## src/pmsi_params.svh

```systemverilog
// offsets, field positions, reset values and timing figures of the state integrator
`ifndef PMSI_PARAMS_SVH
`define PMSI_PARAMS_SVH

`define PMSI_CLK_PERIOD_NS 50
`define PMSI_T_READ_NS     10000
`define PMSI_T_UPDATE_NS   5000
`define PMSI_T_SLEEP_NS    1000000
`define PMSI_T_WAKE_NS     100000
`define PMSI_CYC_UP(ns)    (((ns) + `PMSI_CLK_PERIOD_NS - 1) / `PMSI_CLK_PERIOD_NS)

`define PMSI_OFF_CTRL   8'h00
`define PMSI_OFF_STATUS 8'h04
`define PMSI_OFF_POWER  8'h08
`define PMSI_OFF_VSENSE 8'h0C
`define PMSI_OFF_VBUS   8'h10
`define PMSI_OFF_DAC    8'h14

`define PMSI_F_OVR    0
`define PMSI_F_INTEN  1
`define PMSI_F_SLEEP  2
`define PMSI_F_SEL    3
`define PMSI_F_RES14  5
`define PMSI_F_NSMP   6
`define PMSI_F_DI     10
`define PMSI_F_DV     13

`define PMSI_CTRL_RST 32'h0000_02E0
`define PMSI_CTRL_WMASK 32'h0000_7FFB

`endif

```

## src/pmsi_pkg.sv

```systemverilog
// types shared by the state integrator files
package pmsi_pkg;
  typedef enum logic [1:0] {
    PMSI_ST_SLEEP = 2'b00,
    PMSI_ST_WAKE  = 2'b01,
    PMSI_ST_INTEG = 2'b10,
    PMSI_ST_READ  = 2'b11
  } pmsi_state_e;
  typedef enum logic [1:0] {
    PMSI_SEL_PWR_PIN = 2'b00,
    PMSI_SEL_VSNS_FR = 2'b01,
    PMSI_SEL_VBUS_FR = 2'b10,
    PMSI_SEL_PWR_FR  = 2'b11
  } pmsi_sel_e;
  typedef logic [15:0] pmsi_res_t;
endpackage : pmsi_pkg

```

## src/pmsi_sync.sv

```systemverilog
// three-stage pin synchroniser that accepts a change once stages two and three agree
`timescale 1ns/1ps
`default_nettype none
module pmsi_sync (
  input  wire logic mclk,
  input  wire logic rst,
  input  wire logic din,
  output logic      dout
);
  logic s1_r;
  logic s2_r;
  logic s3_r;
  logic q_r;
  logic q_nxt;

  // s1 feeds only s2; the agree test looks at the later stages
  always_comb begin
    q_nxt = (s2_r == s3_r) ? s2_r : q_r;
  end

  always_ff @(posedge mclk or posedge rst) begin
    if (rst) begin
      s1_r <= 1'b0;
      s2_r <= 1'b0;
      s3_r <= 1'b0;
      q_r  <= 1'b0;
    end else begin
      s1_r <= din;
      s2_r <= s1_r;
      s3_r <= s2_r;
      q_r  <= q_nxt;
    end
  end

  assign dout = q_r;
endmodule : pmsi_sync
`default_nettype wire

```

## src/pmsi_avg.sv

```systemverilog
// sample accumulator with a serial divider producing the period average
`timescale 1ns/1ps
`default_nettype none
module pmsi_avg (
  input  wire logic        mclk,
  input  wire logic        rst,
  input  wire logic        clear,
  input  wire logic        acc_en,
  input  wire logic        smp_vld,
  input  wire logic [27:0] smp,
  input  wire logic        finish,
  output logic             busy,
  output logic             done,
  output logic [27:0]      quot,
  output logic [15:0]      cnt
);
  logic [43:0] acc_r, acc_nxt, dvd_r, dvd_nxt;
  logic [15:0] cnt_r, cnt_nxt, dvs_r, dvs_nxt;
  logic [16:0] rem_r, rem_nxt, rem_sh;
  logic [5:0]  bit_r, bit_nxt;
  logic        busy_r, busy_nxt, done_r, done_nxt, take;

  // a finish hands the sum to the divider and restarts the sum in the same cycle,
  // so no sample is lost; a finish while dividing is ignored
  always_comb begin
    take     = finish && !busy_r && (cnt_r != 16'h0000);
    acc_nxt  = take ? 44'h0 : acc_r;
    cnt_nxt  = take ? 16'h0000 : cnt_r;
    dvd_nxt  = dvd_r;
    dvs_nxt  = dvs_r;
    rem_nxt  = rem_r;
    bit_nxt  = bit_r;
    busy_nxt = busy_r;
    done_nxt = 1'b0;
    rem_sh   = {rem_r[15:0], dvd_r[43]};
    // the count saturates; very long pin periods stop summing there
    if (acc_en && smp_vld && (cnt_nxt != 16'hFFFF)) begin
      acc_nxt = acc_nxt + {16'h0, smp};
      cnt_nxt = cnt_nxt + 16'h0001;
    end
    if (take) begin
      dvd_nxt  = acc_r;
      dvs_nxt  = cnt_r;
      rem_nxt  = 17'h0;
      bit_nxt  = 6'h2B;
      busy_nxt = 1'b1;
    end else if (busy_r) begin
      // restoring division, one quotient bit per cycle
      if (rem_sh >= {1'b0, dvs_r}) begin
        rem_nxt = rem_sh - {1'b0, dvs_r};
        dvd_nxt = {dvd_r[42:0], 1'b1};
      end else begin
        rem_nxt = rem_sh;
        dvd_nxt = {dvd_r[42:0], 1'b0};
      end
      bit_nxt = bit_r - 6'h01;
      if (bit_r == 6'h00) begin
        busy_nxt = 1'b0;
        done_nxt = 1'b1;
      end
    end
    if (clear) begin
      acc_nxt  = 44'h0;
      cnt_nxt  = 16'h0000;
      busy_nxt = 1'b0;
      done_nxt = 1'b0;
    end
  end

  always_ff @(posedge mclk or posedge rst) begin
    if (rst) begin
      acc_r  <= 44'h0;
      cnt_r  <= 16'h0000;
      dvd_r  <= 44'h0;
      dvs_r  <= 16'h0000;
      rem_r  <= 17'h0;
      bit_r  <= 6'h00;
      busy_r <= 1'b0;
      done_r <= 1'b0;
    end else begin
      acc_r  <= acc_nxt;
      cnt_r  <= cnt_nxt;
      dvd_r  <= dvd_nxt;
      dvs_r  <= dvs_nxt;
      rem_r  <= rem_nxt;
      bit_r  <= bit_nxt;
      busy_r <= busy_nxt;
      done_r <= done_nxt;
    end
  end

  assign busy = busy_r;
  assign done = done_r;
  assign quot = dvd_r[27:0];
  assign cnt  = cnt_r;
endmodule : pmsi_avg
`default_nettype wire

```

## src/pmsi_top.sv

```systemverilog
// power-state control, integration and result registers behind an AXI4-Lite slave
//
// Chosen here: the placing of the registers and the AXI4-Lite slave port.
`timescale 1ns/1ps
`default_nettype none
`include "pmsi_params.svh"
// Function
// - pin high without override keeps the device integrating.
// - with override, writing integrate enable one starts integration.
// - without override, Read entered only after the pin stayed low for the read time.
// - with override, writing integrate enable zero enters Read.
// - Read entry stops summing, runs the idle timer, loads the DAC.
// - DAC value held until next period result or Sleep entry.
// - effective input low longer than the sleep time enters Sleep.
// - software sleep request enters Sleep.
// - Sleep entry clears results and accumulators, drops bias.
// - Sleep is kept until an integrate request arrives.
// - integration resumes after the wake delay following the request.
// - power mode sums products of bus and sense samples.
// - period sum divided by sample count into result registers.
// - averaged result scaled by gains, drives the 10-bit DAC.
// - power, sense or bus result to DAC and readable registers.
// - 11 or 14 bit resolution; free-run period set by sample count.
// - output select picks measurement type and integration mode.
// - free-run updates DAC each period; pin mode on Read or update.
module pmsi_top #(
  parameter logic [15:0] SLEEP_CYC = 16'(`PMSI_CYC_UP(`PMSI_T_SLEEP_NS))
) (
  input  wire logic        mclk,
  input  wire logic        rst,
  input  wire logic        integrate_read_pin,
  input  wire logic        adc_vld,
  input  wire logic [13:0] vbus_smp,
  input  wire logic [13:0] vsense_smp,
  input  wire logic        s_axi_awvalid,
  output logic             s_axi_awready,
  input  wire logic [7:0]  s_axi_awaddr,
  input  wire logic        s_axi_wvalid,
  output logic             s_axi_wready,
  input  wire logic [31:0] s_axi_wdata,
  input  wire logic [3:0]  s_axi_wstrb,
  output logic             s_axi_bvalid,
  input  wire logic        s_axi_bready,
  output logic [1:0]       s_axi_bresp,
  input  wire logic        s_axi_arvalid,
  output logic             s_axi_arready,
  input  wire logic [7:0]  s_axi_araddr,
  output logic             s_axi_rvalid,
  input  wire logic        s_axi_rready,
  output logic [31:0]      s_axi_rdata,
  output logic [1:0]       s_axi_rresp,
  output logic [9:0]       dac_code,
  output logic [1:0]       power_state,
  output logic             bias_en
);
  localparam logic [15:0] READ_CYC = 16'(`PMSI_CYC_UP(`PMSI_T_READ_NS));
  localparam logic [15:0] UPD_CYC  = 16'(`PMSI_CYC_UP(`PMSI_T_UPDATE_NS));
  localparam logic [15:0] WAKE_CYC = 16'(`PMSI_CYC_UP(`PMSI_T_WAKE_NS));

  function automatic logic pmsi_mapped(input logic [7:0] a);
    pmsi_mapped = (a == `PMSI_OFF_CTRL) || (a == `PMSI_OFF_STATUS) ||
                  (a == `PMSI_OFF_POWER) || (a == `PMSI_OFF_VSENSE) ||
                  (a == `PMSI_OFF_VBUS) || (a == `PMSI_OFF_DAC);
  endfunction : pmsi_mapped

  // saturating left shift used for every digital gain
  function automatic pmsi_pkg::pmsi_res_t pmsi_scale(input logic [15:0] v,
                                                     input logic [3:0] sh);
    logic [31:0] w;
    w = {16'h0000, v} << sh;
    pmsi_scale = (|w[31:16]) ? 16'hFFFF : w[15:0];
  endfunction : pmsi_scale

  logic        pin_s;
  logic        aw_rdy_r, aw_rdy_nxt, w_rdy_r, w_rdy_nxt, b_vld_r, b_vld_nxt;
  logic        ar_rdy_r, ar_rdy_nxt, r_vld_r, r_vld_nxt;
  logic [1:0]  b_resp_r, b_resp_nxt, r_resp_r, r_resp_nxt;
  logic [7:0]  aw_addr_r, aw_addr_nxt;
  logic [31:0] w_data_r, w_data_nxt, r_data_r, r_data_nxt, wmask, ctrl_r, ctrl_nxt;
  logic [3:0]  w_strb_r, w_strb_nxt;
  logic        wr_do, sleep_req;
  pmsi_pkg::pmsi_state_e state_r, state_nxt;
  pmsi_pkg::pmsi_sel_e   sel;
  logic [15:0] low_r, low_nxt, wake_r, wake_nxt, smp_goal;
  logic        eff, read_go, finish, free_run, bias_nxt, clr;
  logic        avg_busy, avg_done, rv_r, rv_nxt;
  logic [27:0] avg_q, smp_val;
  logic [13:0] vb_m, vs_m;
  logic [15:0] avg_cnt;
  pmsi_pkg::pmsi_res_t pwr_r, pwr_nxt, vsn_r, vsn_nxt, vbs_r, vbs_nxt, res_scaled;
  logic [9:0]  dac_r, dac_nxt;

  pmsi_sync u_pin (
    .mclk (mclk),
    .rst  (rst),
    .din  (integrate_read_pin),
    .dout (pin_s)
  );

  // one write and one read under way; channels re-open after the response is taken
  always_comb begin
    aw_rdy_nxt  = aw_rdy_r;
    w_rdy_nxt   = w_rdy_r;
    b_vld_nxt   = b_vld_r;
    b_resp_nxt  = b_resp_r;
    aw_addr_nxt = aw_addr_r;
    w_data_nxt  = w_data_r;
    w_strb_nxt  = w_strb_r;
    ar_rdy_nxt  = ar_rdy_r;
    r_vld_nxt   = r_vld_r;
    r_resp_nxt  = r_resp_r;
    r_data_nxt  = r_data_r;
    wr_do       = !aw_rdy_r && !w_rdy_r && !b_vld_r;
    if (s_axi_awvalid && aw_rdy_r) begin
      aw_rdy_nxt  = 1'b0;
      aw_addr_nxt = s_axi_awaddr;
    end
    if (s_axi_wvalid && w_rdy_r) begin
      w_rdy_nxt  = 1'b0;
      w_data_nxt = s_axi_wdata;
      w_strb_nxt = s_axi_wstrb;
    end
    if (wr_do) begin
      b_vld_nxt  = 1'b1;
      b_resp_nxt = pmsi_mapped(aw_addr_r) ? 2'h0 : 2'h2;
    end
    if (b_vld_r && s_axi_bready) begin
      b_vld_nxt  = 1'b0;
      aw_rdy_nxt = 1'b1;
      w_rdy_nxt  = 1'b1;
    end
    if (s_axi_arvalid && ar_rdy_r) begin
      ar_rdy_nxt = 1'b0;
      r_vld_nxt  = 1'b1;
      r_resp_nxt = pmsi_mapped(s_axi_araddr) ? 2'h0 : 2'h2;
      case (s_axi_araddr)
        `PMSI_OFF_CTRL:   r_data_nxt = ctrl_r;
        `PMSI_OFF_STATUS: r_data_nxt = {29'h0, rv_r, state_r};
        `PMSI_OFF_POWER:  r_data_nxt = {16'h0000, pwr_r};
        `PMSI_OFF_VSENSE: r_data_nxt = {16'h0000, vsn_r};
        `PMSI_OFF_VBUS:   r_data_nxt = {16'h0000, vbs_r};
        `PMSI_OFF_DAC:    r_data_nxt = {22'h0, dac_r};
        default:          r_data_nxt = 32'h0000_0000;
      endcase
    end
    if (r_vld_r && s_axi_rready) begin
      r_vld_nxt  = 1'b0;
      ar_rdy_nxt = 1'b1;
    end
  end

  // control word; the sleep bit is a write-one pulse and always reads zero
  always_comb begin
    wmask     = {{8{w_strb_r[3]}}, {8{w_strb_r[2]}}, {8{w_strb_r[1]}}, {8{w_strb_r[0]}}};
    ctrl_nxt  = ctrl_r;
    sleep_req = wr_do && (aw_addr_r == `PMSI_OFF_CTRL) && w_strb_r[0] &&
                w_data_r[`PMSI_F_SLEEP];
    if (wr_do && (aw_addr_r == `PMSI_OFF_CTRL)) begin
      ctrl_nxt = (ctrl_r & ~(wmask & `PMSI_CTRL_WMASK)) |
                 (w_data_r & wmask & `PMSI_CTRL_WMASK);
      if (ctrl_nxt[`PMSI_F_NSMP +: 4] > 4'hB) begin
        ctrl_nxt[`PMSI_F_NSMP +: 4] = 4'hB;
      end
    end
  end

  // power state machine with the shared low-time counter as read and idle timer
  always_comb begin
    sel      = pmsi_pkg::pmsi_sel_e'(ctrl_r[`PMSI_F_SEL +: 2]);
    free_run = (sel != pmsi_pkg::PMSI_SEL_PWR_PIN);
    eff      = ctrl_r[`PMSI_F_OVR] ? ctrl_r[`PMSI_F_INTEN] : pin_s;
    low_nxt  = eff ? 16'h0000 : ((low_r == 16'hFFFF) ? low_r : low_r + 16'h0001);
    read_go  = !eff && (ctrl_r[`PMSI_F_OVR] || (low_r >= READ_CYC - 16'h0001));
    smp_goal = 16'h0001 << ctrl_r[`PMSI_F_NSMP +: 4];
    state_nxt = state_r;
    wake_nxt  = 16'h0000;
    finish    = 1'b0;
    case (state_r)
      pmsi_pkg::PMSI_ST_SLEEP: begin
        if (eff && !sleep_req) begin
          state_nxt = pmsi_pkg::PMSI_ST_WAKE;
        end
      end
      pmsi_pkg::PMSI_ST_WAKE: begin
        wake_nxt = wake_r + 16'h0001;
        if (sleep_req || !eff) begin
          state_nxt = pmsi_pkg::PMSI_ST_SLEEP;
        end else if (wake_r >= WAKE_CYC - 16'h0001) begin
          state_nxt = pmsi_pkg::PMSI_ST_INTEG;
        end
      end
      pmsi_pkg::PMSI_ST_INTEG: begin
        if (sleep_req) begin
          state_nxt = pmsi_pkg::PMSI_ST_SLEEP;
        end else if (read_go) begin
          state_nxt = pmsi_pkg::PMSI_ST_READ;
          finish    = 1'b1;
        end else if (free_run) begin
          finish = (avg_cnt >= smp_goal);
        end else begin
          finish = !eff && (low_r == UPD_CYC - 16'h0001);
        end
      end
      pmsi_pkg::PMSI_ST_READ: begin
        if (sleep_req || (low_r >= SLEEP_CYC)) begin
          state_nxt = pmsi_pkg::PMSI_ST_SLEEP;
        end else if (eff) begin
          state_nxt = pmsi_pkg::PMSI_ST_INTEG;
        end
      end
      default: state_nxt = pmsi_pkg::PMSI_ST_SLEEP;
    endcase
    clr      = (state_nxt == pmsi_pkg::PMSI_ST_SLEEP);
    bias_nxt = !clr;
  end

  // sample selection, resolution truncation and product for power mode
  always_comb begin
    vb_m = ctrl_r[`PMSI_F_RES14] ? vbus_smp : {vbus_smp[13:3], 3'h0};
    vs_m = ctrl_r[`PMSI_F_RES14] ? vsense_smp : {vsense_smp[13:3], 3'h0};
    case (sel)
      pmsi_pkg::PMSI_SEL_VSNS_FR: smp_val = {14'h0, vs_m};
      pmsi_pkg::PMSI_SEL_VBUS_FR: smp_val = {14'h0, vb_m};
      default:                    smp_val = vb_m * vs_m;
    endcase
  end

  pmsi_avg u_avg (
    .mclk    (mclk),
    .rst     (rst),
    .clear   (clr),
    .acc_en  (state_r == pmsi_pkg::PMSI_ST_INTEG),
    .smp_vld (adc_vld),
    .smp     (smp_val),
    .finish  (finish),
    .busy    (avg_busy),
    .done    (avg_done),
    .quot    (avg_q),
    .cnt     (avg_cnt)
  );

  // store the averaged result of the selected type and refresh the DAC from it
  always_comb begin
    pwr_nxt = pwr_r;
    vsn_nxt = vsn_r;
    vbs_nxt = vbs_r;
    dac_nxt = dac_r;
    rv_nxt  = rv_r;
    case (sel)
      pmsi_pkg::PMSI_SEL_VSNS_FR:
        res_scaled = pmsi_scale({avg_q[13:0], 2'h0}, {1'b0, ctrl_r[`PMSI_F_DI +: 3]});
      pmsi_pkg::PMSI_SEL_VBUS_FR:
        res_scaled = pmsi_scale({avg_q[13:0], 2'h0}, {2'h0, ctrl_r[`PMSI_F_DV +: 2]});
      default:
        res_scaled = pmsi_scale(avg_q[27:12], {1'b0, ctrl_r[`PMSI_F_DI +: 3]} +
                                {2'h0, ctrl_r[`PMSI_F_DV +: 2]});
    endcase
    if (avg_done) begin
      rv_nxt  = 1'b1;
      dac_nxt = res_scaled[15:6];
      case (sel)
        pmsi_pkg::PMSI_SEL_VSNS_FR: vsn_nxt = res_scaled;
        pmsi_pkg::PMSI_SEL_VBUS_FR: vbs_nxt = res_scaled;
        default:                    pwr_nxt = res_scaled;
      endcase
    end
    if (clr) begin
      pwr_nxt = 16'h0000;
      vsn_nxt = 16'h0000;
      vbs_nxt = 16'h0000;
      dac_nxt = 10'h000;
      rv_nxt  = 1'b0;
    end
  end

  always_ff @(posedge mclk or posedge rst) begin
    if (rst) begin
      aw_rdy_r  <= 1'b1;
      w_rdy_r   <= 1'b1;
      b_vld_r   <= 1'b0;
      b_resp_r  <= 2'h0;
      aw_addr_r <= 8'h00;
      w_data_r  <= 32'h0000_0000;
      w_strb_r  <= 4'h0;
      ar_rdy_r  <= 1'b1;
      r_vld_r   <= 1'b0;
      r_resp_r  <= 2'h0;
      r_data_r  <= 32'h0000_0000;
      ctrl_r    <= `PMSI_CTRL_RST;
      state_r   <= pmsi_pkg::PMSI_ST_SLEEP;
      low_r     <= 16'h0000;
      wake_r    <= 16'h0000;
      bias_en   <= 1'b0;
      pwr_r     <= 16'h0000;
      vsn_r     <= 16'h0000;
      vbs_r     <= 16'h0000;
      dac_r     <= 10'h000;
      rv_r      <= 1'b0;
    end else begin
      aw_rdy_r  <= aw_rdy_nxt;
      w_rdy_r   <= w_rdy_nxt;
      b_vld_r   <= b_vld_nxt;
      b_resp_r  <= b_resp_nxt;
      aw_addr_r <= aw_addr_nxt;
      w_data_r  <= w_data_nxt;
      w_strb_r  <= w_strb_nxt;
      ar_rdy_r  <= ar_rdy_nxt;
      r_vld_r   <= r_vld_nxt;
      r_resp_r  <= r_resp_nxt;
      r_data_r  <= r_data_nxt;
      ctrl_r    <= ctrl_nxt;
      state_r   <= state_nxt;
      low_r     <= low_nxt;
      wake_r    <= wake_nxt;
      bias_en   <= bias_nxt;
      pwr_r     <= pwr_nxt;
      vsn_r     <= vsn_nxt;
      vbs_r     <= vbs_nxt;
      dac_r     <= dac_nxt;
      rv_r      <= rv_nxt;
    end
  end

  assign s_axi_awready = aw_rdy_r;
  assign s_axi_wready  = w_rdy_r;
  assign s_axi_bvalid  = b_vld_r;
  assign s_axi_bresp   = b_resp_r;
  assign s_axi_arready = ar_rdy_r;
  assign s_axi_rvalid  = r_vld_r;
  assign s_axi_rresp   = r_resp_r;
  assign s_axi_rdata   = r_data_r;
  assign dac_code      = dac_r;
  assign power_state   = state_r;
endmodule : pmsi_top
`default_nettype wire

```

## config.mk

```make
export PLATFORM = sky130hd
export DESIGN_NAME = pmsi_top
export DESIGN_NICKNAME = d
export VERILOG_FILES = /design/src/pmsi_pkg.sv /design/src/pmsi_sync.sv /design/src/pmsi_avg.sv /design/src/pmsi_top.sv
export VERILOG_INCLUDE_DIRS = /design/src
export SDC_FILE = /design/constraint.sdc
export NUM_CORES = 1
export LEC_CHECK = 0
export BUFFER_PORTS_ARGS = -buffer_cell sky130_fd_sc_hd__buf_2
export CELL_PAD_IN_SITES_DETAIL_PLACEMENT = 2
export CELL_PAD_IN_SITES_GLOBAL_PLACEMENT = 2
export CORE_MARGIN = 2
export CORE_UTILIZATION = 44
export CTS_BUF_LIST = sky130_fd_sc_hd__clkbuf_4
export CTS_CLUSTER_SIZE = 12
export DETAILED_ROUTE_END_ITERATION = 7
export GPL_TIMING_DRIVEN = 1
export PLACE_DENSITY_LB_ADDON = 0.15
export SKIP_LAST_GASP = 1
export SLEW_MARGIN = 30
export SYNTH_ARGS = -nofsm -noshare
export SYNTH_HDL_FRONTEND = slang
export SYNTH_SLANG_ARGS = --single-unit
```

## constraint.sdc

```tcl
create_clock -name mclk -period 24.2 [get_ports mclk]
set_input_delay 1.21 -clock mclk [delete_from_list [all_inputs] [get_ports mclk]]
set_output_delay 1.21 -clock mclk [all_outputs]
set_load 0.01 [all_outputs]
```

# Yosys cells after proc, flatten, opt, wreduce, memory -nomap -nowiden
# Cells that the tools add are included.
op_classes:
  n_addsub: 7
  multipliers: 1
  magnitude_cmp: 6
  eq_ne: 21
  shift: 4
  muxes: 72
  bitwise: 4
  n_reduce_logical: 59
op_table:
  columns: ["op", "n"]
  rows:
  - ["two-way mux 16 bit", 21]
  - ["two-way mux 44 bit", 5]
  - ["case mux 32 bit (6 select lines)", 1]
  - ["case mux 28 bit (2 select lines)", 1]
  - ["adder 16 x 1 -> 16 bit (second input constant)", 3]
  - ["OR reduction 16 bit", 3]
  - ["adder 44 x 28 -> 44 bit", 1]
  - ["bitwise AND 32 bit", 1]
  - ["equality test 8 x 4 -> 1 bit (second input constant)", 4]
  - ["equality test 8 x 5 -> 1 bit (second input constant)", 4]
  - ["inverter 15 -> 32 bit", 1]
  - ["OR 32 x 15 -> 32 bit", 1]
  - ["case mux 16 bit (2 select lines)", 1]
  - ["left shift 16 x 2 -> 32 bit", 1]
  - ["left shift 16 x 3 -> 32 bit", 1]
  - ["left shift 16 x 4 -> 32 bit", 1]
  - ["multiplier 14 x 14 -> 28 bit", 1]
  - ["two-way mux 1 bit", 26]
  - ["two-way mux 10 bit", 2]
  - ["two-way mux 2 bit", 9]
  - ["nonzero test 2 bit", 9]
  - ["greater-or-equal comparator 17 x 16 -> 1 bit", 1]
  - ["logical AND 1 bit", 17]
  - ["equality test 16 bit (second input constant)", 1]
  - ["30 further kinds", 58]
totals:
  regBits: 340
  out_inout_bits: 54
  elab_cells: 207

# Longest topological paths before layout
# Gate-level depths: netlist of the first run.
depth:
  depth_word: 15
  depth_mapped: 33
  mapped_depth_nobuf: 31

# By module
# Synthesis of the first run repeated with hierarchy kept, for this count alone.
hier_totals:
  cells_unflattened: 3053
  area_unflattened_um2: 26519.2
modules_own_cells:
  columns: ["mod", "n_inst", "cells_per_inst", "area_per_inst_um2", "seq_area_each_um2"]
  rows:
  - ["pmsi_top", 1, 1830, 16439.5, 3912.5]
  - ["pmsi_avg", 1, 1217, 9964.6, 3603.5]
  - ["pmsi_sync", 1, 6, 115.1, 100.1]

# Worst setup path after synthesis of the first run
# Ideal clock, no wire load.
synth_timing:
  path_kind: "in2reg"
  start: "input port vsense_smp[13]"
  end: "register u_avg.acc_r[43]"
  setup_time_ns: 0.123
  arrival_time_ns: 8.776
  setup_slack_ns: 15.301
  cell_stages: 30
  path_buffers: 2
  cell_sequence: "clkbuf_1 -> nand3_1 -> fa_1 -> fa_1 -> inv_1 -> fa_1 -> fa_1 -> fa_1 -> inv_1 -> fa_1 -> inv_1 -> ha_1 -> a21o_1 -> a21oi_1 -> nor2b_1 -> a2111oi_2 -> o21ai_0 -> a41oi_1 -> a21oi_1 -> mux2_2 -> ha_1 -> clkbuf_1 -> a21o_1 -> a21oi_1 -> nand2_1 -> or3_1 -> o21ai_2 -> nor2_1 -> and4bb_2 -> mux2i_1"
synth_via:
  elab_chain_cells: 5
synth_lines:
  columns: ["element", "line_no", "rtl"]
  rows:
  - ["start: declaration", "pmsi_top.sv:34", "input wire logic [13:0] vsense_smp,"]
  - ["multiplier 14 x 14 -> 28 bit", "pmsi_top.sv:224", "default: smp_val = vb_m * vs_m;"]
  - ["case mux 28 bit (2 select lines) *", "pmsi_top.sv:221", "case (sel)"]
  - ["adder 44 x 28 -> 44 bit *", "pmsi_avg.sv:38", "acc_nxt = acc_nxt + {16'h0, smp};"]
  - ["two-way mux 44 bit *", "pmsi_avg.sv:37", "if (acc_en && smp_vld && (cnt_nxt != 16'hFFFF)) begin"]
  - ["two-way mux 44 bit *", "pmsi_avg.sv:62", "if (clear) begin"]
  - ["via u_avg.acc_nxt[43]", "pmsi_avg.sv:17", "logic [43:0] acc_r, acc_nxt, dvd_r, dvd_nxt;"]
  - ["end signal: assignment", "pmsi_avg.sv:81", "acc_r <= acc_nxt;"]
  - ["end: declaration", "pmsi_avg.sv:17", null]
# Mark *: on every way through the listed nets, which the timed path passes. The rest lies on a longest branch.
# A chain may end at the register's enable or synchronous reset.

==> results of run 1 <==
cell usage in the layout, fill, tap and decap left out, drive strengths merged, types with 21 or more instances in the layout:
master,count
clkbuf,121
mux2,62
nand3,91
a21oi,112
and3,52
a22o,28
nand4,24
dfrtp,297
nor2,153
and2,96
o21ai,191
buf,124
inv,221
a211oi,21
nand2,424
xor2,39
a221oi,21
a22oi,25
xnor2,60
nor3,29
ha,168
mux2i,118
nand2b,22
clkinv,23
fa,144
a21o,28
routing by layer:
| layer | track usage (%) | part of all wire [%] |
|---|---|---|
| met1 | 35.9 | 42 |
| met4 | 10.5 | 3.2 |
| met5 | 0 | 0.015 |
| met2 | 51.8 | 51 |
| met3 | 3.94 | 3.6 |
sequential cells by signal, indices dropped and copies added (netlist names), 10 cells and up, named ones only:
name         count
vsn_r           16
low_r           16
s_axi_rdata     16
wake_r          16
u_avg.rem_r     16
u_avg.cnt       16
pwr_r           16
vbs_r           16
dac_code        10
u_avg.dvs_r     16
u_avg.dvd_r     44
w_data_r        15
u_avg.acc_r     44
cells by family (layout without fill, tap and decap cells):
| kind of cell | count (synthesis) | count (layout) | synth area share (%) |
|---|---|---|---|
| buffers and inverters | 398 | 494 | 6.32 |
| other | 1 | 21 | 0.0148 |
| and+or+nand+nor | 975 | 975 | 18.1 |
| adders and majority gates | 313 | 313 | 19.7 |
| AOI/OAI and AO/OA | 557 | 557 | 14.3 |
| xor gates and xnor gates | 99 | 99 | 3.41 |
| muxes | 189 | 189 | 8.20 |
| DFF | 304 | 304 | 30.0 |
final timing paths:
path | slack [ns] | cells after the start | endpoint
max | 14.21 | 29 | u_avg.acc_r[43]
min | 0.37 | 0 | u_pin.s2_r
max reg2reg | 14.21 | 29 | u_avg.acc_r[43]
min reg2reg | 0.37 | 0 | u_pin.s2_r
max in group asynchronous | 21.80 | 4 | u_avg.acc_r[19]
min in group asynchronous | 0.54 | 2 | s_axi_rdata[9]
metrics by stage:
stage | power, mW | cell area, um2 | hold slack [ns] | setup slack [ns] | util (%)
2_1_floorplan | 1.49 | 25500 | 0.331 | 14.60 | -
3_3_place_gp | 1.74 | 26400 | 0.340 | 13.87 | 46.0
3_5_place_dp | 1.83 | 26400 | 0.337 | 13.67 | 46.0
4_1_cts | 2.35 | 27500 | 0.363 | 14.24 | 47.9
5_1_grt | 2.53 | 27500 | 0.411 | 13.75 | 47.9
6_report | 2.34 | 27500 | 0.372 | 14.21 | 48.0
worst max-delay path: cells and delay by family (launching register included):
family	cells	cell delay [ns]
AO/OA/AOI/OAI	9	2.82
adder cells (fa/ha/maj)	8	4.02
buffers and inverters	3	0.16
flip-flops	1	0.86
multiplexers	2	0.47
AND/OR/NAND/NOR	7	1.54
report_power, final:
| part | leakage [nW] | total [mW] | switching, mW | internal, mW |
|---|---|---|---|---|
| clock | 0.642 | 0.501 | 0.240 | 0.261 |
| sequential | 4.14 | 0.591 | 0.0453 | 0.546 |
| combinational | 8.13 | 1.24 | 0.766 | 0.479 |
| total | 12.9 | 2.34 | 1.05 | 1.29 |
cell type report:
type | instances | area share, %
Inverter | 223 | 3.07
Clock buffer | 121 | 3.30
Clock inverter | 26 | 0.682
Tap cell | 765 | 3.48
Antenna cell | 3 | 0.0273
Multi-Input combinational cell | 2151 | 59.3
Timing Repair Buffer | 124 | 2.47
Sequential cell | 304 | 27.7
==> results_tabular.tex, run 1 <==
\begin{tabular}{lr}
\hline
Metric & Value \\
\hline
\multicolumn{2}{l}{\textbf{Timing}} \\
\quad Max-Slew Margin vs Limit & 31.3\% \\
\quad Final worst path period need & between 9 and 10 ns \\
\quad Final Hold Fails & 0 \\
\quad Setup clock skew after layout & 0.0653 ns \\
\quad Unrepaired setup endpoints after global routing & false \\
\quad Tightest Pin Transition & 1.03 ns \\
\quad Number of max-slew violations in the final report & 0 \\
\quad Fmax & 0.100 GHz \\
\quad Crit share post-route & 41.3\% \\
\quad Total Negative Setup Slacks & 0 ns \\
\quad Setup-violating endpoint count in the final report & 0 \\
\multicolumn{2}{l}{\textbf{Synthesis}} \\
\quad Total of flip-flops plus latches after synthesis & 304 \\
\quad Most frequent cell after synthesis & nand2\_1 \\
\quad Top cell type's share of synthesized area & 29.3\% \\
\quad Netlist cell types & 84 \\
\quad Commonest register cell after synthesis & dfrtp\_1 \\
\quad Number of warning messages in the yosys log & 0 \\
\quad Mean instance size in the synthesized netlist & 8.95 um2 \\
\quad Top post-synthesis cells by count & nand2\_1 (423), dfrtp\_1 (297), inv\_1 (220), o21ai\_0 (190), ha\_1 (168) \\
\quad Largest cells by area after synthesis & dfrtp\_1 (29\%), fa\_1 (11\%), ha\_1 (8.3\%) \\
\quad Proportion of register bits with asynchronous set or reset after synthesis & 100\% \\
\quad Number of enable-type register cells in the synthesized netlist & 0 \\
\quad Total standard cell area after synthesis & roughly 0.025 mm2 \\
\quad Sequential cell area fraction in the yosys report & about 30\% \\
\quad Gate count of the mapped netlist & 2836 \\
\quad Cell taking the most area after synthesis & dfrtp\_1 \\
\multicolumn{2}{l}{\textbf{Global routing}} \\
\quad Global route overflow & 0 \\
\quad Number of global-route vias before repair & 25200 \\
\quad Global-route total usage across every layer & 29.1\% \\
\quad Wire length of the first global-routing pass & 139000 um \\
\quad Largest net degree at the start of global routing & 115 \\
\quad Initial antenna violation count & 3 \\
\multicolumn{2}{l}{\textbf{Clocking}} \\
\quad Cell chosen for the clock root & clkbuf\_4 \\
\quad Number of buffers created by CTS & 85 \\
\quad Largest buffer count on any clock path & 3 \\
\quad Number of gates resized after cts & 0 \\
\quad Post-CTS setup buffer count & 0 \\
\quad Number of hold-repair buffers added at the cts stage & 0 \\
\quad Maximum level of the CTS H-tree & 3 \\
\quad Clk pin slew, worst setup/hold paths & roughly 0.070 ns \\
\quad CTS tree & built \\
\quad Number of sinks handled by clock tree synthesis & 304 \\
\quad Worst skew pair latency & 0.85 ns \\
\multicolumn{2}{l}{\textbf{Pwr}} \\
\quad Leak & $\sim$13 nW \\
\quad Worst voltage drop across the vdd grid & 0.0839 mV \\
\quad Pwr dens & around 85 mW/mm2 \\
\multicolumn{2}{l}{\textbf{Route}} \\
\quad DRC violations left & 0 \\
\quad Drt initial violations & 1066 \\
\quad Via count normalized by instance count & 5.87 \\
\quad Via count & 21800 \\
\quad Antenna Nets Post-Route & 0 \\
\quad First drt pass iteration count & 5 \\
\quad Drt total wl & 85100 um \\
\quad Avg WL per Cell & 22.9 um \\
\multicolumn{2}{l}{\textbf{Floorplanning}} \\
\quad Die boundary height & $\sim$240 um \\
\quad Std-Cell Core Area & 0.0574 mm2 \\
\quad Number of core rows & 88 \\
\quad Effective utilization at floorplan & between 40\% and 50\% \\
\quad Number of primary I/O pins & 143 \\
\quad Die W & 244 um \\
\quad Die area & 0.0596 mm2 \\
\multicolumn{2}{l}{\textbf{Setup path}} \\
\quad Critical path data arrival time & $\sim$11 ns \\
\quad Data required, critical path & 24.94 ns \\
\quad Slowest CP cell & dfstp\_2 \\
\quad Worst-path maximum fanout & 26 \\
\quad Startpoint type of the worst setup path & flop \\
\quad Kind of capture point of the worst setup path & flop \\
\quad Critical path's largest stage delay & 0.86 ns \\
\quad CP dominant cell by count & fa\_1 \\
\quad Type of the setup path with the least slack & flop to flop \\
\multicolumn{2}{l}{\textbf{Finish}} \\
\quad Fraction of final layout cells sized beyond drive strength 1 & between 10\% and 20\% \\
\quad Area occupied by multi-input gates & between 0.015 and 0.02 mm2 \\
\quad Area occupied by registers & 0.00762 mm2 \\
\quad Signed area change from the synthesized netlist to the final layout & 8.33\% \\
\quad Final nets & 3290 \\
\quad Total of fill cells in the finished design & 6230 \\
\quad Post-route insts no fill & 3717 \\
\multicolumn{2}{l}{\textbf{Flow run}} \\
\quad Number of maximum-capacitance violations & 0 \\
\multicolumn{2}{l}{\textbf{Place}} \\
\quad Post-DP HPWL & 60700 um \\
\quad Count of placed standard cells including taps & 3567 \\
\quad RD Place Congestion & 0.888 \\
\quad Count of buffers inserted at the top-level ports & $\sim$110 \\
\multicolumn{2}{l}{\textbf{Min path}} \\
\quad Min-delay worst type & flop to flop \\
\quad Hold path startpoint & u\_pin.s1\_r \\
\multicolumn{2}{l}{\textbf{Status}} \\
\quad Run status & complete, no violations \\
\hline
\end{tabular}
No activity file was read; power rests on OpenSTA's default activity.
==> run 2: changes to the inputs <==
--- a/config.mk
+++ b/config.mk
@@ -6,11 +6,12 @@
 export SDC_FILE = /design/constraint.sdc
 export NUM_CORES = 1
 export LEC_CHECK = 0
+export ABC_AREA = 1
 export BUFFER_PORTS_ARGS = -buffer_cell sky130_fd_sc_hd__buf_2
 export CELL_PAD_IN_SITES_DETAIL_PLACEMENT = 2
 export CELL_PAD_IN_SITES_GLOBAL_PLACEMENT = 2
 export CORE_MARGIN = 2
-export CORE_UTILIZATION = 44
+export CORE_UTILIZATION = 34
 export CTS_BUF_LIST = sky130_fd_sc_hd__clkbuf_4
 export CTS_CLUSTER_SIZE = 12
 export DETAILED_ROUTE_END_ITERATION = 7
==> constraint.sdc (replaced) <==
create_clock -name mclk -period 8.8 [get_ports mclk]
set_input_delay 0.44 -clock mclk [delete_from_list [all_inputs] [get_ports mclk]]
set_output_delay 0.44 -clock mclk [all_outputs]
set_load 0.01 [all_outputs]
==> run 2 against run 1 <==
  * Cell count grew 27%
  * Clock-buffer cell count up 20
  * Via count is 12% higher
  * Register-to-register slack worse by 14 ns
  * Critical path depth is 7 higher
  * Sequential power increased to 2.9 times the previous value
  * Power grew to 2.9 times the previous value
  * Wire length grew 9.0%
  * Largest power group unchanged
==> results_tabular.tex, run 2 <==
\begin{tabular}{lr}
\hline
Metric & Value \\
\hline
\multicolumn{2}{l}{\textbf{Synthesis}} \\
\quad Total standard cell area after synthesis & 0.0261 mm2 (was 0.0254 mm2) \\
\quad Mean instance size in the synthesized netlist & 7.43 um2 (was 8.95 um2) \\
\quad Largest cells by area after synthesis & dfrtp\_1 (28\%), nand2\_1 (12\%), fa\_1 (11\%) (was dfrtp\_1 (29\%), fa\_1 (11\%), ha\_1 (8.3\%)) \\
\quad Most frequent cell after synthesis & nand2\_1 (unchanged) \\
\quad Number of enable-type register cells in the synthesized netlist & 0 (unchanged) \\
\quad Number of warning messages in the yosys log & 0 (unchanged) \\
\quad Cell taking the most area after synthesis & dfrtp\_1 (unchanged) \\
\quad Gate count of the mapped netlist & 3516 (was 2836) \\
\quad Proportion of register bits with asynchronous set or reset after synthesis & 100\% (unchanged) \\
\quad Sequential cell area fraction in the yosys report & 29.2\% (was 30.0\%) \\
\quad Top post-synthesis cells by count & nand2\_1 (815), inv\_1 (555), nor2\_1 (310), dfrtp\_1 (297), o21ai\_0 (295) (was nand2\_1 (423), dfrtp\_1 (297), inv\_1 (220), o21ai\_0 (190), ha\_1 (168)) \\
\quad Commonest register cell after synthesis & dfrtp\_1 (unchanged) \\
\quad Netlist cell types & 68 (was 84) \\
\quad Total of flip-flops plus latches after synthesis & 304 (unchanged) \\
\quad Top cell type's share of synthesized area & 28.5\% (was 29.3\%) \\
\multicolumn{2}{l}{\textbf{Finish}} \\
\quad Final core utilization & 38.2\% (was 48.0\%) \\
\quad Commonest cells after routing, fill and taps aside & nand2\_1 (812), inv\_1 (553), nor2\_1 (307) (was nand2\_1 (423), dfrtp\_1 (296), inv\_1 (218)) \\
\quad Fraction of final layout cells sized beyond drive strength 1 & 9.99\% (was 12.5\%) \\
\quad Regs by FF count & u\_avg.acc\_r: 44 flops, u\_avg.dvd\_r: 44 flops (unchanged) \\
\quad Total of fill cells in the finished design & 8898 (was 6230) \\
\quad Final nets & 4035 (was 3290) \\
\quad Finished layout cell area & 0.0290 mm2 (was 0.0275 mm2) \\
\quad Most frequent standard cell in the layout excluding fill and tap cells & nand2\_1 (unchanged) \\
\quad Post-route insts no fill & 4734 (was 3717) \\
\quad Signed area change from the synthesized netlist to the final layout & 11.2\% (was 8.33\%) \\
\multicolumn{2}{l}{\textbf{Global routing}} \\
\quad Largest net degree at the start of global routing & 165 (was 115) \\
\quad Global route overflow & 0 (unchanged) \\
\quad Global-route total usage across every layer & 24.1\% (was 29.1\%) \\
\quad Number of global-route vias before repair & 28000 (was 25200) \\
\quad Initial antenna violation count & 1 (was 3) \\
\quad Wire length of the first global-routing pass & 152000 um (was 139000 um) \\
\multicolumn{2}{l}{\textbf{Place}} \\
\quad Count of buffers inserted at the top-level ports & 105 (unchanged) \\
\quad Post-DP HPWL & 69900 um (was 60700 um) \\
\quad Count of placed standard cells including taps & 4534 (was 3567) \\
\quad RD Place Congestion & 0.865 (was 0.888) \\
\quad Placed instance area & 0.0275 mm2 (was 0.0264 mm2) \\
\multicolumn{2}{l}{\textbf{Floorplanning}} \\
\quad Std-Cell Core Area & 0.0759 mm2 (was 0.0574 mm2) \\
\quad Die area & 0.0791 mm2 (was 0.0596 mm2) \\
\quad Number of primary I/O pins & 143 (unchanged) \\
\quad Die boundary height & 281 um (was 244 um) \\
\quad Effective utilization at floorplan & 34.4\% (was 44.3\%) \\
\quad Die W & 281 um (was 244 um) \\
\quad Number of core rows & 101 (was 88) \\
\multicolumn{2}{l}{\textbf{Timing}} \\
\quad Setup-violating endpoint count in the final report & 0 (unchanged) \\
\quad Setup clock skew after layout & 0.0838 ns (was 0.0653 ns) \\
\quad Final Hold Fails & 0 (unchanged) \\
\quad Max-Slew Margin vs Limit & 36.4\% (was 31.3\%) \\
\quad Tightest Pin Transition & 0.948 ns (was 1.03 ns) \\
\quad Final worst path period need & 8.15 ns (was 9.99 ns) \\
\quad Crit share post-route & 92.6\% (was 41.3\%) \\
\quad Number of max-slew violations in the final report & 0 (unchanged) \\
\quad Total Negative Setup Slacks & 0 ns (unchanged) \\
\quad Unrepaired setup endpoints after global routing & false (unchanged) \\
\quad Fmax & 0.123 GHz (was 0.100 GHz) \\
\multicolumn{2}{l}{\textbf{Clocking}} \\
\quad Largest buffer count on any clock path & 3 (unchanged) \\
\quad Cell chosen for the clock root & clkbuf\_4 (unchanged) \\
\quad Post-CTS setup buffer count & 0 (unchanged) \\
\quad Maximum level of the CTS H-tree & 3 (unchanged) \\
\quad Worst skew pair latency & 0.87 ns (was 0.85 ns) \\
\quad Number of sinks handled by clock tree synthesis & 304 (unchanged) \\
\quad CTS tree & built (unchanged) \\
\quad Clk pin slew, worst setup/hold paths & 0.06 ns (was 0.07 ns) \\
\quad Number of buffers created by CTS & 93 (was 85) \\
\multicolumn{2}{l}{\textbf{Pwr}} \\
\quad Cell internal pwr & 3.56 mW (was 1.29 mW) \\
\quad Portion of total power attributed to sequential cells & 24.7\% (was 25.3\%) \\
\quad Switching part of the total & 48.0\% (was 45.0\%) \\
\quad Fraction of power consumed by the clock network & 21.1\% (was 21.4\%) \\
\quad Leak & 14.9 nW (was 12.9 nW) \\
\quad Combinational share of power & 54.2\% (was 53.3\%) \\
\quad Worst voltage drop across the vdd grid & 0.169 mV (was 0.0839 mV) \\
\quad Pwr dens & 236 mW/mm2 (was 84.9 mW/mm2) \\
\quad Switch Pwr & 3.29 mW (was 1.05 mW) \\
\multicolumn{2}{l}{\textbf{Route}} \\
\quad Antenna Nets Post-Route & 0 (unchanged) \\
\quad Avg WL per Cell & 19.6 um (was 22.9 um) \\
\quad Drt initial violations & 872 (was 1066) \\
\quad DRC violations left & 0 (unchanged) \\
\quad First drt pass iteration count & 5 (unchanged) \\
\quad Via count normalized by instance count & 5.14 (was 5.87) \\
\quad Drt total wl & 92800 um (was 85100 um) \\
\quad Via count & 24300 (was 21800) \\
\multicolumn{2}{l}{\textbf{Setup path}} \\
\quad Type of the setup path with the least slack & flop to flop (unchanged) \\
\quad Slowest CP cell & dfstp\_2 (unchanged) \\
\quad Data required, critical path & 9.56 ns (was 24.94 ns) \\
\quad CP dominant cell by count & nand2\_1 (was fa\_1) \\
\quad Critical path data arrival time & 8.91 ns (was 10.73 ns) \\
\quad Startpoint type of the worst setup path & flop (unchanged) \\
\quad Critical path's largest stage delay & 0.65 ns (was 0.86 ns) \\
\quad Worst-path maximum fanout & 8 (was 26) \\
\quad Kind of capture point of the worst setup path & flop (unchanged) \\
\multicolumn{2}{l}{\textbf{Min path}} \\
\quad Min-delay worst type & input port to flop (was flop to flop) \\
\multicolumn{2}{l}{\textbf{Status}} \\
\quad Run status & complete, no violations (unchanged) \\
\multicolumn{2}{l}{\textbf{Flow run}} \\
\quad Number of maximum-capacitance violations & 0 (unchanged) \\
\hline
\end{tabular}
==> run 2: changes by cell type in the layout (fill, tap and decap cells not counted), sizes merged, moves of 51 or more <==
| cell | previous run | this run |
|---|---|---|
| inv | 221 | 564 |
| and2 | 96 | 0 |
| mux2i | 118 | 13 |
| and3 | 52 | 1 |
| nand2 | 424 | 823 |
| nor2 | 153 | 320 |
| o21ai | 191 | 350 |
==> run 2: power by group through the flow <==
stage / registers, mW / clock network, mW / logic [mW]
global placement: 1.69 / 0 / 3.55
detailed placement: 1.71 / 0 / 3.69
CTS: 1.68 / 1.51 / 3.74
finish: 1.69 / 1.45 / 3.71
floorplan: 1.65 / 0 / 2.62
global route: 1.71 / 1.59 / 4.24
==> run 2: area by class of cell <==
cell class                 count  area [um2]  area share [%]
antenna                        2        5.00          0.0172
clock buffer                 141        1060            3.64
clock inverter                22         121           0.418
inverter                     572        2150            7.41
multi-input combinational   2499       15700            54.1
sequential                   304        7620            26.2
tap                         1030        1290            4.44
timing repair buffer         164        1100            3.78
==> run 2: through the flow <==
| stage | total power [mW] | setup WS (ns) | hold slack [ns] |
|---|---|---|---|
| 2_1_floorplan | 4.27 | 1.41 | 0.331 |
| 3_3_place_gp | 5.24 | 0.596 | 0.340 |
| 3_5_place_dp | 5.39 | 0.355 | 0.337 |
| 4_1_cts | 6.94 | 0.321 | 0.0683 |
| 5_1_grt | 7.54 | 0.0228 | 0.103 |
| 6_report | 6.85 | 0.652 | 0.177 |
==> run 2: worst paths after layout <==
| path | startpoint | end | slack [ns] | cells past startpoint |
|---|---|---|---|---|
| worst max-delay path | flop | u_avg.acc_r[43] | 0.65 | 36 |
| worst min-delay path | s_axi_araddr[2] | s_axi_rresp[1] | 0.18 | 5 |
| worst max register to register | flop | u_avg.acc_r[43] | 0.65 | 36 |
| worst min register to register | u_pin.s1_r | u_pin.s2_r | 0.37 | 0 |
| max in group asynchronous | rst | u_avg.rem_r[6] | 7.01 | 6 |
| min in group asynchronous | rst | s_axi_rdata[6] | 0.34 | 4 |
==> run 2: worst max-delay path, delay by kind of cell, from the launching register on <==
family | cells | cell delay (ns)
AND/OR/NAND/NOR | 18 | 2.37
adder cells (fa/ha/maj) | 8 | 3.80
flip-flops | 1 | 0.65
buffers and inverters | 6 | 0.53
AO/OA/AOI/OAI | 4 | 0.67
==> run 2: cells by family after synthesis <==
| group | count (synthesis) | share of synthesized area [%] |
|---|---|---|
| flip-flops | 304 | 29.2 |
| buffers and inverters | 730 | 11.2 |
| adder cells (fa/ha/maj) | 313 | 19.1 |
| AND/OR/NAND/NOR | 1408 | 22.6 |
| other | 1 | 0.0144 |
| AO/OA/AOI/OAI | 661 | 14.3 |
| multiplexers | 38 | 1.58 |
| XOR/XNOR | 61 | 2.12 |
==> run 2: layer usage <==
layer  wire length (um)  GRT usage [%]  up-vias  part of all wire [%]
met5                  0              0        -                     0
met4               2280           7.20        0                   2.5
met3               2200           2.90      125                   2.4
met2              47700           44.2      279                    51
met1              40600           29.2    12400                    44
li1                   -              -    11600                     -
==> run 2: what timing repair did <==
| item | CTS | global route |
|---|---|---|
| hold endpoints to repair | 169 | 0 |
| setup endpoints to repair | 0 | 16 |
| hold buffers | 34 | 0 |
| gates resized for setup | 0 | 8 |
==> run 3: changes to the inputs <==
--- a/config.mk
+++ b/config.mk
@@ -15,7 +15,8 @@
 export CTS_BUF_LIST = sky130_fd_sc_hd__clkbuf_4
 export CTS_CLUSTER_SIZE = 12
 export DETAILED_ROUTE_END_ITERATION = 7
-export GPL_TIMING_DRIVEN = 1
+export GPL_ROUTABILITY_DRIVEN = 0
+export GPL_TIMING_DRIVEN = 0
 export PLACE_DENSITY_LB_ADDON = 0.15
 export SKIP_LAST_GASP = 1
 export SLEW_MARGIN = 30
==> constraint.sdc (replaced) <==
create_clock -name mclk -period 7 [get_ports mclk]
set_input_delay 0.35 -clock mclk [delete_from_list [all_inputs] [get_ports mclk]]
set_output_delay 0.35 -clock mclk [all_outputs]
set_load 0.01 [all_outputs]
==> run 3 against run 2 <==
  * The flow now finishes with violations (negative setup slack)
  * First-iteration DRC count grew 40%
  * Combinational power grew 110%
  * Power grew 70%
  * Fmax grew 2.8%
  * Wire length grew 23%
  * Largest cell class unchanged
==> results_tabular.tex, run 3 (same netlist as run 2, synthesis figures left out) <==
\begin{tabular}{lr}
\hline
Metric & Value \\
\hline
\multicolumn{2}{l}{\textbf{Status}} \\
\quad Run status & complete, but fails checks (was complete, no violations) \\
\quad Violated checks & negative setup slack \\
\multicolumn{2}{l}{\textbf{Route}} \\
\quad DRC violations left & 0 (unchanged) \\
\quad Avg WL per Cell & 23.0 um (was 19.6 um) \\
\quad First drt pass iteration count & 5 (unchanged) \\
\quad Drt total wl & 114000 um (was 92800 um) \\
\quad Drt initial violations & 1223 (was 872) \\
\quad Antenna Nets Post-Route & 0 (unchanged) \\
\quad Via count normalized by instance count & 5.31 (was 5.14) \\
\quad Via count & 26300 (was 24300) \\
\multicolumn{2}{l}{\textbf{Timing}} \\
\quad Unrepaired setup endpoints after global routing & true (was false) \\
\quad Tightest Pin Transition & 1.03 ns (was 0.948 ns) \\
\quad Tightest hold margin & 0.0532 ns (was 0.177 ns) \\
\quad Final worst path period need & 7.92 ns (was 8.15 ns) \\
\quad Crit share post-route & 113\% (was 92.6\%) \\
\quad Max-Slew Margin vs Limit & 31.5\% (was 36.4\%) \\
\quad Setup-violating endpoint count in the final report & 32 (was 0) \\
\quad Number of max-slew violations in the final report & 0 (unchanged) \\
\quad Final Hold Fails & 0 (unchanged) \\
\quad Setup clock skew after layout & 0.0862 ns (was 0.0838 ns) \\
\quad PnR worst setup slack & -0.922 ns (was 0.652 ns) \\
\quad Fmax & 0.126 GHz (was 0.123 GHz) \\
\multicolumn{2}{l}{\textbf{Place}} \\
\quad Placed instance area & 0.0283 mm2 (was 0.0275 mm2) \\
\quad Post-DP HPWL & 83300 um (was 69900 um) \\
\quad Count of buffers inserted at the top-level ports & 105 (unchanged) \\
\quad Count of placed standard cells including taps & 4680 (was 4534) \\
\multicolumn{2}{l}{\textbf{Clocking}} \\
\quad Number of buffers created by CTS & 91 (was 93) \\
\quad CTS tree & built (unchanged) \\
\quad Worst skew pair latency & 0.89 ns (was 0.87 ns) \\
\quad Cell chosen for the clock root & clkbuf\_4 (unchanged) \\
\quad Maximum level of the CTS H-tree & 3 (unchanged) \\
\quad Number of sinks handled by clock tree synthesis & 304 (unchanged) \\
\quad Largest buffer count on any clock path & 3 (unchanged) \\
\quad Clk pin slew, worst setup/hold paths & 0.06 ns (about the same) \\
\multicolumn{2}{l}{\textbf{Floorplanning}} \\
\quad Die area & 0.0791 mm2 (unchanged) \\
\quad Die W & 281 um (unchanged) \\
\quad Effective utilization at floorplan & 34.4\% (unchanged) \\
\quad Number of primary I/O pins & 143 (unchanged) \\
\quad Number of core rows & 101 (unchanged) \\
\quad Std-Cell Core Area & 0.0759 mm2 (unchanged) \\
\quad Die boundary height & 281 um (unchanged) \\
\multicolumn{2}{l}{\textbf{Finish}} \\
\quad Most frequent standard cell in the layout excluding fill and tap cells & nand2\_1 (unchanged) \\
\quad Signed area change from the synthesized netlist to the final layout & 22.7\% (was 11.2\%) \\
\quad Area occupied by multi-input gates & 0.0172 mm2 (was 0.0157 mm2) \\
\quad Total of fill cells in the finished design & 8739 (was 8898) \\
\quad Commonest cells after routing, fill and taps aside & nand2\_1 (770), inv\_1 (532), dfrtp\_1 (297) (was nand2\_1 (812), inv\_1 (553), nor2\_1 (307)) \\
\quad Area occupied by registers & 0.00762 mm2 (about the same) \\
\quad Final nets & 4251 (was 4035) \\
\quad Post-route insts no fill & 4949 (was 4734) \\
\quad Finished layout cell area & 0.0320 mm2 (was 0.0290 mm2) \\
\quad Regs by FF count & u\_avg.acc\_r: 44 flops, u\_avg.dvd\_r: 44 flops (unchanged) \\
\quad Fraction of final layout cells sized beyond drive strength 1 & 18.7\% (was 9.99\%) \\
\multicolumn{2}{l}{\textbf{Pwr}} \\
\quad Pwr dens & 363 mW/mm2 (was 236 mW/mm2) \\
\quad Worst voltage drop across the vdd grid & 0.398 mV (was 0.169 mV) \\
\quad Total Power & 11.6 mW (was 6.85 mW) \\
\quad Leak & 16.0 nW (was 14.9 nW) \\
\multicolumn{2}{l}{\textbf{Setup path}} \\
\quad Worst-path maximum fanout & 7 (was 8) \\
\quad Critical path's largest stage delay & 0.53 ns (was 0.65 ns) \\
\quad Kind of capture point of the worst setup path & flop (unchanged) \\
\quad Type of the setup path with the least slack & flop to flop (unchanged) \\
\quad Data required, critical path & 7.78 ns (was 9.56 ns) \\
\quad CP dominant cell by count & fa\_1 (was nand2\_1) \\
\quad Startpoint type of the worst setup path & flop (unchanged) \\
\quad Setup slack, reg-to-reg & -0.92 ns (was 0.65 ns) \\
\quad Slowest CP cell & fa\_1 (was dfstp\_2) \\
\quad Critical path data arrival time & 8.71 ns (was 8.91 ns) \\
\multicolumn{2}{l}{\textbf{Global routing}} \\
\quad Number of global-route vias before repair & 29800 (was 28000) \\
\quad Global route overflow & 0 (unchanged) \\
\quad Global-route total usage across every layer & 28.2\% (was 24.1\%) \\
\quad Wire length of the first global-routing pass & 174000 um (was 152000 um) \\
\quad Largest net degree at the start of global routing & 28 (was 165) \\
\quad Initial antenna violation count & 3 (was 1) \\
\multicolumn{2}{l}{\textbf{Min path}} \\
\quad Min-delay worst type & input port to flop (unchanged) \\
\multicolumn{2}{l}{\textbf{Flow run}} \\
\quad Number of maximum-capacitance violations & 0 (unchanged) \\
\hline
\end{tabular}
-- run 3: per-layer routing --
layer / up-vias / GRT usage (%) / wire [um]
li1: 12000 / - / -
met1: 13500 / 35.8 / 48900
met2: 528 / 50.4 / 57700
met3: 193 / 3.01 / 3940
met4: 0 / 8.09 / 3180
met5: - / 0 / 0
-- run 3: worst paths after layout --
check	startpoint	depth (start not counted)	to
setup / recovery	flop	37	u_avg.acc_r[27]
hold / removal	s_axi_araddr[5]	5	s_axi_rresp[1]
setup reg to reg	flop	37	u_avg.acc_r[27]
hold reg to reg	u_pin.s1_r	0	u_pin.s2_r
max in group asynchronous	rst	8	s_axi_wready
min in group asynchronous	rst	3	vsn_r[5]
-- run 3: worst max-delay path: cells and delay by family, from the launching register on --
family                     cells  cell delay, ns
and+or+nand+nor                7            0.84
DFF                            1            0.37
AOI/OAI and AO/OA             10            1.75
xor gates and xnor gates       1            0.29
adders and majority gates      8            3.59
buffers and inverters         11            0.93
-- run 3: layout make-up --
cell class | count | share of cell area (%)
inverters | 572 | 6.78
repair buffers | 224 | 5.38
diodes | 4 | 0.0312
clock inverters | 18 | 0.394
plain buffers | 158 | 2.60
clock buffers | 140 | 3.28
multi-input cells | 2499 | 53.7
well taps | 1030 | 4.02
flip-flops and latches | 304 | 23.8
-- run 3: metrics by stage --
stage	TNS (ns)	utilization [%]	worst slack (ns)
5_1_grt	-27.06	42.2	-1.12
3_3_place_gp	-37.56	36.9	-1.59
6_report	-19.00	42.2	-0.922
4_1_cts	-13.85	41.3	-0.650
3_5_place_dp	-44.00	37.3	-1.70
2_1_floorplan	-0.00669	-	-0.00386
-- run 3: what timing repair did --
item                       in CTS  in global routing
hold buffers                   35                  0
setup endpoints to repair      34                 35
pin swaps                      95                 88
cloned                          1                  0
resized for setup             266                126
hold endpoints to repair       76                  0
setup buffers                  52                 19
-- run 3: power breakdown --
part | total [mW] | internal (mW) | switching, mW | leakage (nW)
Combinational | 7.69 | 2.85 | 4.83 | 11.1
Sequential | 2.09 | 1.95 | 0.134 | 4.13
Clock | 1.85 | 0.948 | 0.898 | 0.709
